--- src/rtl/smdc_defs.svh ---
// Constants and rule summary for the drive control port block
// Behaviour
// - Standard: cylinder on bus 0-9, TAG1 seeks
// - Standard: one status byte, no selection
// - Extended: two cylinder halves, TAG4 then TAG1
// - Extended: head address on bus 0-9
// - Extended: status byte code on unit selects, TAG4
// - Modified: cylinder bits 10-11 on selects 0-1
// - Modified: status byte chosen by TAG4/TAG5
// - Modified: select0 is bus bit10, select3 TAG5
// - Enhanced: eleventh bus bit on spare line
// - SMD-E: upper cylinder bits on bus 7-8
// - SMD-E: seven status bytes via bus 0-1
// - Per-drive variant, mixed drives supported
// - Select one drive before issuing tags
// - Read/write cable same for all variants
`ifndef SMDC_DEFS_SVH
`define SMDC_DEFS_SVH
// ==========================================
// Register offsets (byte addresses)
`define SMDC_REG_CTRL 8'h00
`define SMDC_REG_CMD 8'h04
`define SMDC_REG_ARG 8'h08
`define SMDC_REG_STAT 8'h0c
`define SMDC_REG_IRQ 8'h10
`define SMDC_REG_MASK 8'h14
`define SMDC_REG_VARS 8'h18
`define SMDC_REG_SBYTE 8'h1c
// ==========================================
// Command codes
`define SMDC_CMD_SEEK 3'h1
`define SMDC_CMD_HEAD 3'h2
`define SMDC_CMD_CTL 3'h3
`define SMDC_CMD_STSEL 3'h4
// ==========================================
// Status line bits
`define SMDC_ST_READY 0
`define SMDC_ST_ONCYL 1
`define SMDC_ST_SEEKERR 2
`define SMDC_ST_FAULT 3
// Interrupt bits
`define SMDC_IRQ_DONE 0
`define SMDC_IRQ_SEEKERR 1
`define SMDC_IRQ_FAULT 2
`define SMDC_IRQ_ONCYL 3
// ==========================================
// Timing: setup/hold around each strobe in clk cycles, strobe width
`define SMDC_SETUP_CYC 5'h0a
`define SMDC_STROBE_CYC 5'h14
`define SMDC_HOLD_CYC 5'h0a
`define SMDC_VARS_RST 16'h0000
// Cycles after reset before the synchronised status lines are trusted
`define SMDC_SYNC_FILL 2'h3
`endif

--- src/rtl/smdc_pkg.sv ---
// Types for the drive control port block
package smdc_pkg;
  // Interface variant per drive
  typedef enum logic [2:0] {
    SMDC_STD = 3'b000,
    SMDC_EXT = 3'b001,
    SMDC_MOD = 3'b010,
    SMDC_ENH = 3'b011,
    SMDC_SMDE = 3'b100
  } smdc_var_e;
  // Strobe sequencer states
  typedef enum logic [2:0] {
    SMDC_IDLE = 3'b000,
    SMDC_SETUP = 3'b001,
    SMDC_STRB = 3'b010,
    SMDC_HOLD = 3'b011,
    SMDC_NEXT = 3'b100
  } smdc_st_e;
endpackage

--- src/rtl/smdc_sync.sv ---
// Two-flop synchroniser for a group of drive inputs
`timescale 1ns/1ps
module smdc_sync #(
  parameter int W = 8
) (
  // Clock and reset
  input wire logic clk_i,
  input wire logic rst_i,
  // Data
  input wire logic [W-1:0] d_i,
  output logic [W-1:0] q_o
);
  logic [W-1:0] meta_ff;
  // First flop only feeds the second
  always_ff @(posedge clk_i)
  begin
    if (rst_i)
    begin
      meta_ff <= '0;
      q_o <= '0;
    end
    else
    begin
      meta_ff <= d_i;
      q_o <= meta_ff;
    end
  end
endmodule

--- src/rtl/smdc_port.sv ---
// Drive control cable port with Wishbone register file
//
// Local design decisions: the address map and the Wishbone register port.
`timescale 1ns/1ps
`include "smdc_defs.svh"
module smdc_port (
  // Clock and reset
  input wire logic clk_i,
  input wire logic rst_i,
  // Wishbone slave
  input wire logic wb_cyc_i,
  input wire logic wb_stb_i,
  input wire logic wb_we_i,
  input wire logic [7:0] wb_adr_i,
  input wire logic [3:0] wb_sel_i,
  input wire logic [31:0] wb_dat_i,
  output logic [31:0] wb_dat_o,
  output logic wb_ack_o,
  // Interrupt
  output logic irq_o,
  // Control cable outputs
  output logic sel_en_o,
  output logic [3:0] unit_sel_o,
  output logic [10:0] tag_bus_o,
  output logic tag1_o,
  output logic tag2_o,
  output logic tag3_o,
  output logic tag4_o,
  output logic if_en_o,
  // Control cable inputs
  input wire logic [7:0] drv_status_i,
  // Read/write cable
  input wire logic rw_selected_i,
  input wire logic rw_seek_end_i,
  input wire logic rw_read_clk_i,
  input wire logic rw_read_data_i,
  output logic xfer_ready_o
);
  // ==========================================
  // Input synchronisers
  logic [7:0] st_s;
  logic [3:0] rw_s;
  smdc_sync #(.W(8)) u_st (.clk_i(clk_i), .rst_i(rst_i), .d_i(drv_status_i), .q_o(st_s));
  smdc_sync #(.W(4)) u_rw (
    .clk_i(clk_i),
    .rst_i(rst_i),
    // Read data takes the same two flops as its clock, so both stay aligned
    .d_i({rw_read_data_i, rw_selected_i, rw_seek_end_i, rw_read_clk_i}),
    .q_o(rw_s)
  );
  logic rclk_d_ff;
  logic [7:0] rd_sh_ff;
  // ==========================================
  // Registers
  logic [3:0] unit_ff; // Selected drive
  logic if_en_ff; // Interface enable
  logic [15:0] vars_ff; // 4 drives x 4 bits variant code
  logic [19:0] arg_ff; // Command argument
  logic [2:0] cmd_ff; // Command latched
  logic [3:0] irq_ff; // Sticky events
  logic [3:0] mask_ff; // Interrupt mask
  logic [7:0] sbyte_ff; // Status lines at the last sequence end
  smdc_pkg::smdc_st_e st_ff;
  logic [4:0] cnt_ff;
  logic phase_ff; // Second strobe pending
  logic go_p; // Command write pulse
  logic done_p; // Sequence end pulse
  logic wr_req;
  smdc_pkg::smdc_var_e var_sel;
  assign wr_req = wb_cyc_i & wb_stb_i & wb_we_i & ~wb_ack_o & wb_sel_i[0];
  assign go_p = wr_req & (wb_adr_i == `SMDC_REG_CMD) & (st_ff == smdc_pkg::SMDC_IDLE);
  // Variant of the addressed drive, four bits per unit
  always_comb
  begin
    var_sel = smdc_pkg::smdc_var_e'(vars_ff[{unit_ff[1:0], 2'b00} +: 3]);
  end
  // ==========================================
  // Bus: ack one cycle after request, dropped the next
  always_ff @(posedge clk_i)
  begin
    if (rst_i)
      wb_ack_o <= 1'b0;
    else
      wb_ack_o <= wb_cyc_i & wb_stb_i & ~wb_ack_o;
  end
  // Read mux, unmapped reads zero
  always_ff @(posedge clk_i)
  begin
    if (rst_i)
      wb_dat_o <= 32'h0;
    else if (wb_cyc_i & wb_stb_i & ~wb_ack_o)
    begin
      unique case (wb_adr_i)
        `SMDC_REG_CTRL: wb_dat_o <= {27'h0, if_en_ff, unit_ff};
        `SMDC_REG_ARG: wb_dat_o <= {12'h0, arg_ff};
        `SMDC_REG_STAT: wb_dat_o <= {22'h0, rd_sh_ff, st_ff != smdc_pkg::SMDC_IDLE, st_s[1]};
        `SMDC_REG_IRQ: wb_dat_o <= {28'h0, irq_ff};
        `SMDC_REG_MASK: wb_dat_o <= {28'h0, mask_ff};
        `SMDC_REG_VARS: wb_dat_o <= {16'h0, vars_ff};
        `SMDC_REG_SBYTE: wb_dat_o <= {24'h0, sbyte_ff};
        default: wb_dat_o <= 32'h0;
      endcase
    end
  end
  // Control writes; unit cannot change mid-sequence
  always_ff @(posedge clk_i)
  begin
    if (rst_i)
    begin
      unit_ff <= 4'h0;
      if_en_ff <= 1'b0;
      vars_ff <= `SMDC_VARS_RST;
      arg_ff <= 20'h0;
      mask_ff <= 4'h0;
      cmd_ff <= 3'h0;
    end
    else if (wr_req)
    begin
      if (wb_adr_i == `SMDC_REG_CTRL && st_ff == smdc_pkg::SMDC_IDLE)
      begin
        unit_ff <= wb_dat_i[3:0];
        if_en_ff <= wb_dat_i[4];
      end
      if (wb_adr_i == `SMDC_REG_ARG && st_ff == smdc_pkg::SMDC_IDLE)
        arg_ff <= wb_dat_i[19:0];
      if (wb_adr_i == `SMDC_REG_MASK)
        mask_ff <= wb_dat_i[3:0];
      if (wb_adr_i == `SMDC_REG_VARS)
        vars_ff <= wb_dat_i[15:0];
      if (go_p)
        cmd_ff <= wb_dat_i[2:0];
    end
  end
  // ==========================================
  // Strobe sequencer: setup, strobe, hold, optional second strobe
  always_ff @(posedge clk_i)
  begin
    if (rst_i)
    begin
      st_ff <= smdc_pkg::SMDC_IDLE;
      cnt_ff <= 5'h0;
      phase_ff <= 1'b0;
    end
    else
    begin
      unique case (st_ff)
        smdc_pkg::SMDC_IDLE:
        begin
          if (go_p)
          begin
            st_ff <= smdc_pkg::SMDC_SETUP;
            cnt_ff <= `SMDC_SETUP_CYC;
            // Extended seek uses two halves
            phase_ff <= (wb_dat_i[2:0] == `SMDC_CMD_SEEK) && (var_sel == smdc_pkg::SMDC_EXT);
          end
        end
        smdc_pkg::SMDC_SETUP:
        begin
          cnt_ff <= cnt_ff - 5'h1;
          if (cnt_ff == 5'h1)
          begin
            st_ff <= smdc_pkg::SMDC_STRB;
            cnt_ff <= `SMDC_STROBE_CYC;
          end
        end
        smdc_pkg::SMDC_STRB:
        begin
          cnt_ff <= cnt_ff - 5'h1;
          if (cnt_ff == 5'h1)
          begin
            st_ff <= smdc_pkg::SMDC_HOLD;
            cnt_ff <= `SMDC_HOLD_CYC;
          end
        end
        smdc_pkg::SMDC_HOLD:
        begin
          cnt_ff <= cnt_ff - 5'h1;
          if (cnt_ff == 5'h1)
            st_ff <= phase_ff ? smdc_pkg::SMDC_NEXT : smdc_pkg::SMDC_IDLE;
        end
        smdc_pkg::SMDC_NEXT:
        begin
          phase_ff <= 1'b0;
          st_ff <= smdc_pkg::SMDC_SETUP;
          cnt_ff <= `SMDC_SETUP_CYC;
        end
        default: st_ff <= smdc_pkg::SMDC_IDLE;
      endcase
    end
  end
  assign done_p = (st_ff == smdc_pkg::SMDC_HOLD) && (cnt_ff == 5'h1) && !phase_ff;
  // ==========================================
  // Cable drive: bus and selects held from setup through hold
  logic strobe;
  assign strobe = (st_ff == smdc_pkg::SMDC_STRB);
  always_comb
  begin
    tag_bus_o = 11'h0;
    unit_sel_o = unit_ff;
    tag1_o = 1'b0;
    tag2_o = 1'b0;
    tag3_o = 1'b0;
    tag4_o = 1'b0;
    if (st_ff != smdc_pkg::SMDC_IDLE)
    begin
      unique case (cmd_ff)
        `SMDC_CMD_SEEK:
        begin
          unique case (var_sel)
            smdc_pkg::SMDC_EXT:
            begin
              // Upper half with TAG4 first, lower half with TAG1
              tag_bus_o = phase_ff ? {1'b0, arg_ff[19:10]} : {1'b0, arg_ff[9:0]};
              tag4_o = strobe & phase_ff;
              tag1_o = strobe & ~phase_ff;
            end
            smdc_pkg::SMDC_MOD:
            begin
              tag_bus_o = {1'b0, arg_ff[9:0]};
              unit_sel_o = {unit_ff[3:2], arg_ff[11:10]};
              tag1_o = strobe;
            end
            smdc_pkg::SMDC_ENH:
            begin
              tag_bus_o = arg_ff[10:0];
              tag1_o = strobe;
            end
            smdc_pkg::SMDC_SMDE:
            begin
              tag_bus_o = {2'b0, arg_ff[11:10], arg_ff[6:0]};
              tag1_o = strobe;
            end
            default:
            begin
              tag_bus_o = {1'b0, arg_ff[9:0]};
              tag1_o = strobe;
            end
          endcase
        end
        `SMDC_CMD_HEAD:
        begin
          tag_bus_o = {1'b0, arg_ff[9:0]};
          tag2_o = strobe;
        end
        `SMDC_CMD_CTL:
        begin
          tag_bus_o = {1'b0, arg_ff[9:0]};
          tag3_o = strobe;
        end
        `SMDC_CMD_STSEL:
        begin
          unique case (var_sel)
            smdc_pkg::SMDC_EXT:
            begin
              unit_sel_o = arg_ff[3:0];
              tag4_o = strobe;
            end
            smdc_pkg::SMDC_MOD:
            begin
              // Select0 carries bus bit10, select3 is TAG5
              tag_bus_o = {arg_ff[1], 10'h0};
              unit_sel_o = {strobe, unit_ff[2:1], arg_ff[1]};
              tag4_o = strobe & arg_ff[0];
            end
            smdc_pkg::SMDC_SMDE:
            begin
              tag_bus_o = {9'h0, arg_ff[1:0]};
              unit_sel_o = {strobe, unit_ff[2:0]};
              tag4_o = strobe & arg_ff[2];
            end
            default: ;
          endcase
        end
        default: ;
      endcase
    end
  end
  assign sel_en_o = 1'b1;
  assign if_en_o = if_en_ff;
  // ==========================================
  // Status byte capture at end of every command sequence, whatever the command
  always_ff @(posedge clk_i)
  begin
    if (rst_i)
      sbyte_ff <= 8'h0;
    else if (done_p)
      sbyte_ff <= st_s;
  end
  // Read data shifted on read clock rising edge
  always_ff @(posedge clk_i)
  begin
    if (rst_i)
    begin
      rclk_d_ff <= 1'b0;
      rd_sh_ff <= 8'h0;
    end
    else
    begin
      rclk_d_ff <= rw_s[0];
      if (rw_s[0] & ~rclk_d_ff)
        rd_sh_ff <= {rd_sh_ff[6:0], rw_s[3]};
    end
  end
  // ==========================================
  // Events: set wins over write-one-to-clear
  logic [3:0] ev;
  logic oncyl_d_ff;
  logic [1:0] fill_ff; // Cycles since reset, saturating
  // The synchroniser restarts at zero, so an idle on-cylinder line would look
  // like a fresh rise; the edge is ignored until the flops hold the pin value
  always_ff @(posedge clk_i)
  begin
    if (rst_i)
    begin
      oncyl_d_ff <= 1'b0;
      fill_ff <= 2'h0;
    end
    else
    begin
      oncyl_d_ff <= st_s[`SMDC_ST_ONCYL];
      if (fill_ff != `SMDC_SYNC_FILL)
        fill_ff <= fill_ff + 2'h1;
    end
  end
  assign ev = {st_s[`SMDC_ST_ONCYL] & ~oncyl_d_ff & (fill_ff == `SMDC_SYNC_FILL),
               st_s[`SMDC_ST_FAULT],
               st_s[`SMDC_ST_SEEKERR], done_p};
  always_ff @(posedge clk_i)
  begin
    if (rst_i)
      irq_ff <= 4'h0;
    else if (wr_req && wb_adr_i == `SMDC_REG_IRQ)
      irq_ff <= (irq_ff & ~wb_dat_i[3:0]) | ev;
    else
      irq_ff <= irq_ff | ev;
  end
  assign irq_o = |(irq_ff & mask_ff);
  // Transfer may start only when ready, on cylinder and free of errors
  assign xfer_ready_o = st_s[`SMDC_ST_READY] & st_s[`SMDC_ST_ONCYL] & ~st_s[`SMDC_ST_FAULT]
                        & ~st_s[`SMDC_ST_SEEKERR] & rw_s[2];
endmodule

--- config.mk ---
export PLATFORM = sky130hd
export DESIGN_NAME = smdc_port
export DESIGN_NICKNAME = d
export VERILOG_FILES = /design/src/rtl/smdc_pkg.sv /design/src/rtl/smdc_sync.sv /design/src/rtl/smdc_port.sv
export VERILOG_INCLUDE_DIRS = /design/src /design/src/rtl
export SDC_FILE = /design/constraint.sdc
export NUM_CORES = 1
export LEC_CHECK = 0
export BUFFER_PORTS_ARGS = -buffer_cell sky130_fd_sc_hd__buf_2
export CORE_UTILIZATION = 57
export CTS_BUF_LIST = sky130_fd_sc_hd__clkbuf_16
export DETAILED_ROUTE_END_ITERATION = 10
export PLACE_DENSITY = 0.9
export SLEW_MARGIN = 10
export SYNTH_ARGS = -nofsm -noshare
export SYNTH_HDL_FRONTEND = slang
export SYNTH_SLANG_ARGS = --single-unit
--- constraint.sdc ---
create_clock -name clk_i -period 4.78 [get_ports clk_i]
set_input_delay 1.434 -clock clk_i [delete_from_list [all_inputs] [get_ports clk_i]]
set_output_delay 1.434 -clock clk_i [all_outputs]
set_load 0.005 [all_outputs]
After elaboration in Yosys (flattened, before gate mapping)

Index checks and enable logic that the tools add are counted.

Flip-flop bits (word level): 138
Input bits: 61

Mux-type cells: 34
Bitwise operators: 29
Reductions and logical operators: 22
Shift operators: 1
Equality and inequality tests: 27
Add/sub/neg operators: 2

Operators by type and width:

| cell                                          | number |
|---|---|
| one-hot mux 20 bit (7 select lines)           | 1 |
| one-hot mux 11 bit (3 select lines)           | 2 |
| == test 8 x 5 -> 1 bit, second input constant | 4 |
| one-hot mux 5 bit (5 select lines)            | 1 |
| one-hot mux 11 bit (2 select lines)           | 1 |
| bitwise AND 1 bit                             | 18 |
| == test 3 x 2 -> 1 bit, second input constant | 6 |
| == test 8 x 4 -> 1 bit, second input constant | 2 |
| variable part select 16 x 5 -> 3 bit          | 1 |
| 2-to-1 mux 3 bit                              | 5 |
| 2-to-1 mux 5 bit                              | 3 |
| one-hot mux 3 bit (5 select lines)            | 1 |
| AND reduction 2 bit                           | 7 |
| == test 3 x 1 -> 1 bit, second input constant | 4 |
| one-hot mux 4 bit (3 select lines)            | 1 |
| 2-to-1 mux 11 bit                             | 1 |
| 2-to-1 mux 1 bit                              | 10 |
| 2-to-1 mux 10 bit                             | 1 |
| == test 3 bit, second input constant          | 3 |
| bitwise AND 4 bit                             | 2 |
| == test 8 x 3 -> 1 bit, second input constant | 1 |
| zero test 8 bit                               | 1 |
| 2-to-1 mux 4 bit                              | 2 |
| inequality test 2 bit, second input constant  | 4 |
| other kinds (21)                              | 33 |

Longest topological paths before layout

Depth in word-level cells: 8
Gate-level depth with buffers: 8

Modules after synthesis

From an unflattened synthesis, not the netlist that was laid out.

Cells, all modules: 701
Area total of the unflattened synthesis: 5880.6 um^2

By module, submodules not included:

| module           | area each (um^2) | cells each | instances |
|---|---|---|---|
| smdc_port        | 5206.2           | 652        | 1 |
| smdc_sync (u_st) | 464.2            | 33         | 1 |
| smdc_sync (u_rw) | 210.2            | 16         | 1 |

Least setup slack after synthesis

Ideal clock, no wire load.

Kind: reg-to-output
Start: reg unit_ff[1]
End: out unit_sel_o[1]
Required time: 3346 ps
Stages on the path, launching flop included: 7
Arrival time: 2119 ps
Slack: 1227 ps
Path buffers: 2
Cell sequence: dfxtp_1 clkbuf_1 mux4_2 buf_2 nor3b_1 mux2_2 a221o_1

Longest elaborated chain between the ends: 5
Elaborated cells on any way between the ends: 8
Classes of those cells: 3 x eq/ne; 1 x shift; 4 x mux

Ends and longest elaborated chain:

| what                                                                          | line                               | RTL |
|---|---|---|
| from (decl)                                                                   | smdc_port.sv:55                    | `logic [3:0] unit_ff;` |
| from (signal assigned)                                                        | smdc_port.sv:121                   | `unit_ff <= wb_dat_i[3:0];` |
| variable part select 16 x 5 -> 3 bit                                          | smdc_port.sv:75                    | `var_sel = smdc_pkg::smdc_var_e'(vars_ff[{unit_ff[1:0], 2'b00} +: 3]);` |
| == test 3 bit, or another cell as far along                                   | smdc_port.sv:252                   | `unique case (var_sel)` |
| one-hot mux 4 bit (3 select lines) / 2-to-1 mux 2 bit (equally long branches) | smdc_port.sv:252, smdc_port.sv:209 |  |
| one-hot mux 4 bit (2 select lines)                                            | smdc_port.sv:206                   | `unique case (cmd_ff)` |
| 2-to-1 mux 4 bit *                                                            | smdc_port.sv:204                   | `if (st_ff != smdc_pkg::SMDC_IDLE)` |
| to (decl)                                                                     | smdc_port.sv:23                    | `output logic [3:0] unit_sel_o,` |

Mark *: on every way between the ends. The rest lies on a longest branch, timed or not.

Final worst setup path

Start: reg unit_ff[0]
End: out tag_bus_o[4]

Longest elaborated chain between the ends: 5
Elaborated cells on any way between the ends: 7
Classes of those cells: 3 x eq/ne; 1 x shift; 3 x mux

Ends and longest elaborated chain:

| what                                        | line             | RTL |
|---|---|---|
| variable part select 16 x 5 -> 3 bit *      | smdc_port.sv:75  |  |
| == test 3 bit, or another cell as far along | smdc_port.sv:209 | `unique case (var_sel)` |
| one-hot mux 11 bit (3 select lines) *       | smdc_port.sv:209 |  |
| one-hot mux 11 bit (3 select lines) *       | smdc_port.sv:206 |  |
| 2-to-1 mux 11 bit *                         | smdc_port.sv:204 |  |
| to (decl)                                   | smdc_port.sv:24  | `output logic [10:0] tag_bus_o,` |

Marks and branches as above.

==> run summary <==
The run finished with clean final reports. The post-detailed-routing wire length is 15200 µm. The capturing element type of the critical path is an output pin. The H-tree was split into 4 levels. The leakage power was 2.71 nW; the total negative slack was 0 ns. The number of port buffers works out to 87.

In this run the core area contains 35 standard-cell rows. The logs give 9420 µm² for the area of the core region and 0 for the remaining global-route overflow. The period utilization came out at 0.942.

Grouping stages by cell kind, the critical path spends the most delay in simple AND/OR/NAND/NOR gates. The area share of the leading cell type in the synthesized netlist was 0.441; the number of placed I/O pins was 117. The run gives 5630 µm² as the area of the mapped netlist. Counting cells, the worst reg-to-reg path comes to 6.

Die outline area: 10300 µm². Synthesis inferred 124 register bits. The layout cell share with drive strength beyond 1 works out to 0.208. The tools report the worst-skew pair later-pin latency as 0.41 ns. The buffers plus inverters on the worst setup path works out to 1.

Flip-flop cell with the highest count after synthesis: sky130_fd_sc_hd__dfxtp_1. The run gives 3.35 ns as the required time at the endpoint of the critical path. For flop-to-flop paths, the worst setup slack is 2.07 ns. In this run the clock root is driven by a sky130_fd_sc_hd__clkbuf_16.

TritonCTS built the clock tree. In the post-synthesis netlist, the biggest area contributors are sky130_fd_sc_hd__dfxtp_1, sky130_fd_sc_hd__nand2_1, sky130_fd_sc_hd__a21oi_1. Walking the worst path, the cells encountered are mux4_2 -> or4b_4 -> nor2_2 -> a22o_1 -> buf_2. The synthesis-to-layout area growth works out to 17.9%. The number of vias in the routed layout was 5258. For the pin with the worst max-slew slack, the measured transition is 0.962 ns.

In this run, CTS created clock tree buffers numbering 17. The max-slew violation count was 0; the maximum fanout along the worst path was 14. The first routing iteration left 534 violations.

The largest individual stage delay along the critical path comes from the cell sky130_fd_sc_hd__mux4_2. The tools report the final hold violation count as 0. Synthesis produced 648 cells. After detailed routing, the average wire length per cell comes to 17.7 µm.

The clock sink count came out at 124. In this run the critical register-to-register path is launched from wb_ack_o. Once detailed placement completed, the half-perimeter wirelength came to 10100 µm. For this run, the top clock speed supported by timing is 0.222 GHz. The minimum period implied by the final worst setup slack works out to 4.50 ns. The cell type contributing the most total cell area after synthesis was sky130_fd_sc_hd__dfxtp_1. The finished layout holds 860 standard cells, fillers aside. Once placement completed, the tool counted placed cells totaling 828. The classification of the worst setup path was flip-flop to output pin.

The logs give 4932 for the via count of the first global-routing pass and 0 for the number of warnings reported in the yosys synthesis log. The via density per instance works out to 6.11. The tools report the reg-to-reg critical path endpoint as arg_ff[0]. The horizontal extent of the die was 101 µm. The worst hold path belongs to the class flip-flop to flip-flop. The critical path ends at tag_bus_o[4]. The startpoint type of the worst setup path was a flip-flop. The die span in y came out at 101 µm. Setup violations remaining at the end of the flow were counted as 0. Share of synthesized flip-flops with an asynchronous set or reset: 0. In the routed design, unresolved DRC markers number 0. In the final design database the tool counted 782 nets. Clock-pin slew was measured on the worst setup and hold paths at 0.05 ns. The worst-case IR drop observed on VDD is 0.272 mV.

Power spread over the standard cell area amounts to 359 nW/µm². The mean post-synth cell area was 8.69 µm². Entering global routing, the biggest net connects 66 pins. In this run the worst setup path begins at unit_ff[0]. The tightest slew margin relative to the limit is 0.354, and the worst setup timing slack at the placement stage is 0.641 ns. The congestion estimate from routability-driven global placement came to 0.910.

The tool flagged a number of max-cap violations equal to 0. The tools report the initial antenna violation count as 0. The first global-routing pass estimated 23800 µm of wire. Number of cells traversed by the worst hold path: 1. On the worst path, the slowest cell contributes a delay of 0.73 ns.

The pre-antenna-repair detailed-routing pass consisted of 5 iterations. Setup repair after global routing left no endpoint under its margin. Between clock sinks in the finished design, the worst skew comes to 0.00770 ns. Slack of the critical path: 0.279 ns. For the worst path arrival time, the log shows 3.07 ns.

The initial core utilization came out at 0.598. 0 antenna diodes ended up in the layout. Counting distinct cell types in the post-synthesis netlist gives 58. The cell depth of the worst setup path was 5; the remaining number of nets flagged by the antenna check after routing was 0. The aggregate global-route resource usage is 0.304. The portion of the post-synthesis area used by sequential elements was 0.441.

The number of setup buffers added after CTS is 0. No sink is reached through more buffers than the 2 on the longest clock path. The number of synthesized flops with an enable pin was 0.
## worst min path at each step
| stage | start | end | slack [ns] |
|---|---|---|---|
| after floorplan | u_rw.meta_ff[0] | u_rw.q_o[0] | 0.41 |
| after global placement | u_rw.meta_ff[2] | u_rw.q_o[2] | 0.42 |
| after detailed placement | u_st.meta_ff[7] | u_st.q_o[7] | 0.43 |
| after CTS | u_st.meta_ff[1] | u_st.q_o[1] | 0.44 |
| after global routing | u_st.meta_ff[6] | u_st.q_o[6] | 0.46 |
| final | u_st.meta_ff[1] | u_st.q_o[1] | 0.44 |
## routing by layer
layer | global-route usage | up-vias | share of wire | wire length [µm]
met5 | 0 | - | 0 | 0
met4 | 0.162 | 0 | 0.033 | 509
met3 | 0.0766 | 56 | 0.10 | 1560
met2 | 0.495 | 342 | 0.48 | 7340
met1 | 0.373 | 2460 | 0.38 | 5830
li1 | - | 2400 | - | -
## flip-flops by register name (all words and copies together) (netlist names), 5 cells and up
| name | cells |
|---|---|
| rd_sh_ff | 8 |
| vars_ff | 16 |
| u_st.q_o | 8 |
| arg_ff | 20 |
| sbyte_ff | 8 |
| cnt_ff | 5 |
| wb_dat_o | 20 |
| u_st.meta_ff | 8 |
## stage by stage
stage | utilization | cell area (µm²) | total power, W | hold slack (ns)
after floorplan | - | 5670 | 0.00114 | 0.414
after global placement | 0.644 | 6060 | 0.00116 | 0.420
after detailed placement | 0.644 | 6060 | 0.00117 | 0.426
after CTS | 0.704 | 6630 | 0.00239 | 0.441
after global routing | 0.705 | 6630 | 0.00245 | 0.456
final | 0.705 | 6630 | 0.00238 | 0.441
## cell type report
type	count	area, µm²
Multi-Input combinational cell	472	2890
Fill cell	656	2780
Sequential cell	124	2480
Timing Repair Buffer	95	498
Clock buffer	17	425
Tap cell	129	161
Clock inverter	15	146
Inverter	8	30.0
## cells by family (layout without fill, tap and decap cells)
kind of cell | after synthesis | in the layout | share of synthesized area
adder cells (fa/ha/maj) | 3 | 3 | 0.00667
buffers and inverters | 63 | 135 | 0.0531
XOR/XNOR | 4 | 4 | 0.00623
flip-flops | 124 | 124 | 0.441
multiplexers | 46 | 46 | 0.109
other | 2 | 13 | 0.00133
AND/OR/NAND/NOR | 266 | 266 | 0.223
AO/OA/AOI/OAI | 140 | 140 | 0.160
## placed cells by master, fill, tap and decap left out, drive strengths merged, types with 4 or more instances in the layout
cell type,instances
inv,13
conb,13
nor3b,4
or3,5
mux4,11
dfxtp,124
nand4,6
nand2b,7
a22o,7
clkbuf,17
clkinv,5
a21oi,60
nor3,15
nor2,56
o21ai,17
nand3,12
buf,95
mux2i,24
a22oi,21
nand3b,4
mux2,11
and3,5
nor2b,27
nand2,111
## what timing repair did
action,CTS,global route
hold endpoints to repair,0,0
gates resized for setup,0,1
hold buffers,0,0
setup endpoints to repair,0,8
## power by group
group / internal [W] / switching [W] / total [W] / leakage (nW)
registers: 0.00105 / 0.00000657 / 0.00106 / 1.00
clock network: 0.000766 / 0.000470 / 0.00124 / 0.281
logic: 0.0000342 / 0.0000570 / 0.0000912 / 1.43
total: 0.00185 / 0.000533 / 0.00238 / 2.71
## worst reg2reg max path, delay by kind of cell (launching register included)
kind                   cells  cell delay [ns]
AOI/OAI and AO/OA          1             0.21
buffers and inverters      1             0.22
DFF                        1             0.30
and+or+nand+nor            4             1.90
## Yosys cell counts (12+ instances only)
master / n
sky130_fd_sc_hd__dfxtp_1: 124
sky130_fd_sc_hd__nand2_1: 111
sky130_fd_sc_hd__a21oi_1: 60
sky130_fd_sc_hd__nor2_1: 56
sky130_fd_sc_hd__clkbuf_1: 34
sky130_fd_sc_hd__nor2b_1: 27
sky130_fd_sc_hd__mux2i_1: 24
sky130_fd_sc_hd__a22oi_1: 21
sky130_fd_sc_hd__o21ai_0: 17
sky130_fd_sc_hd__nor3_1: 15
sky130_fd_sc_hd__buf_4: 13
sky130_fd_sc_hd__nand3_1: 12
No activity file was read; power rests on OpenSTA's default activity.
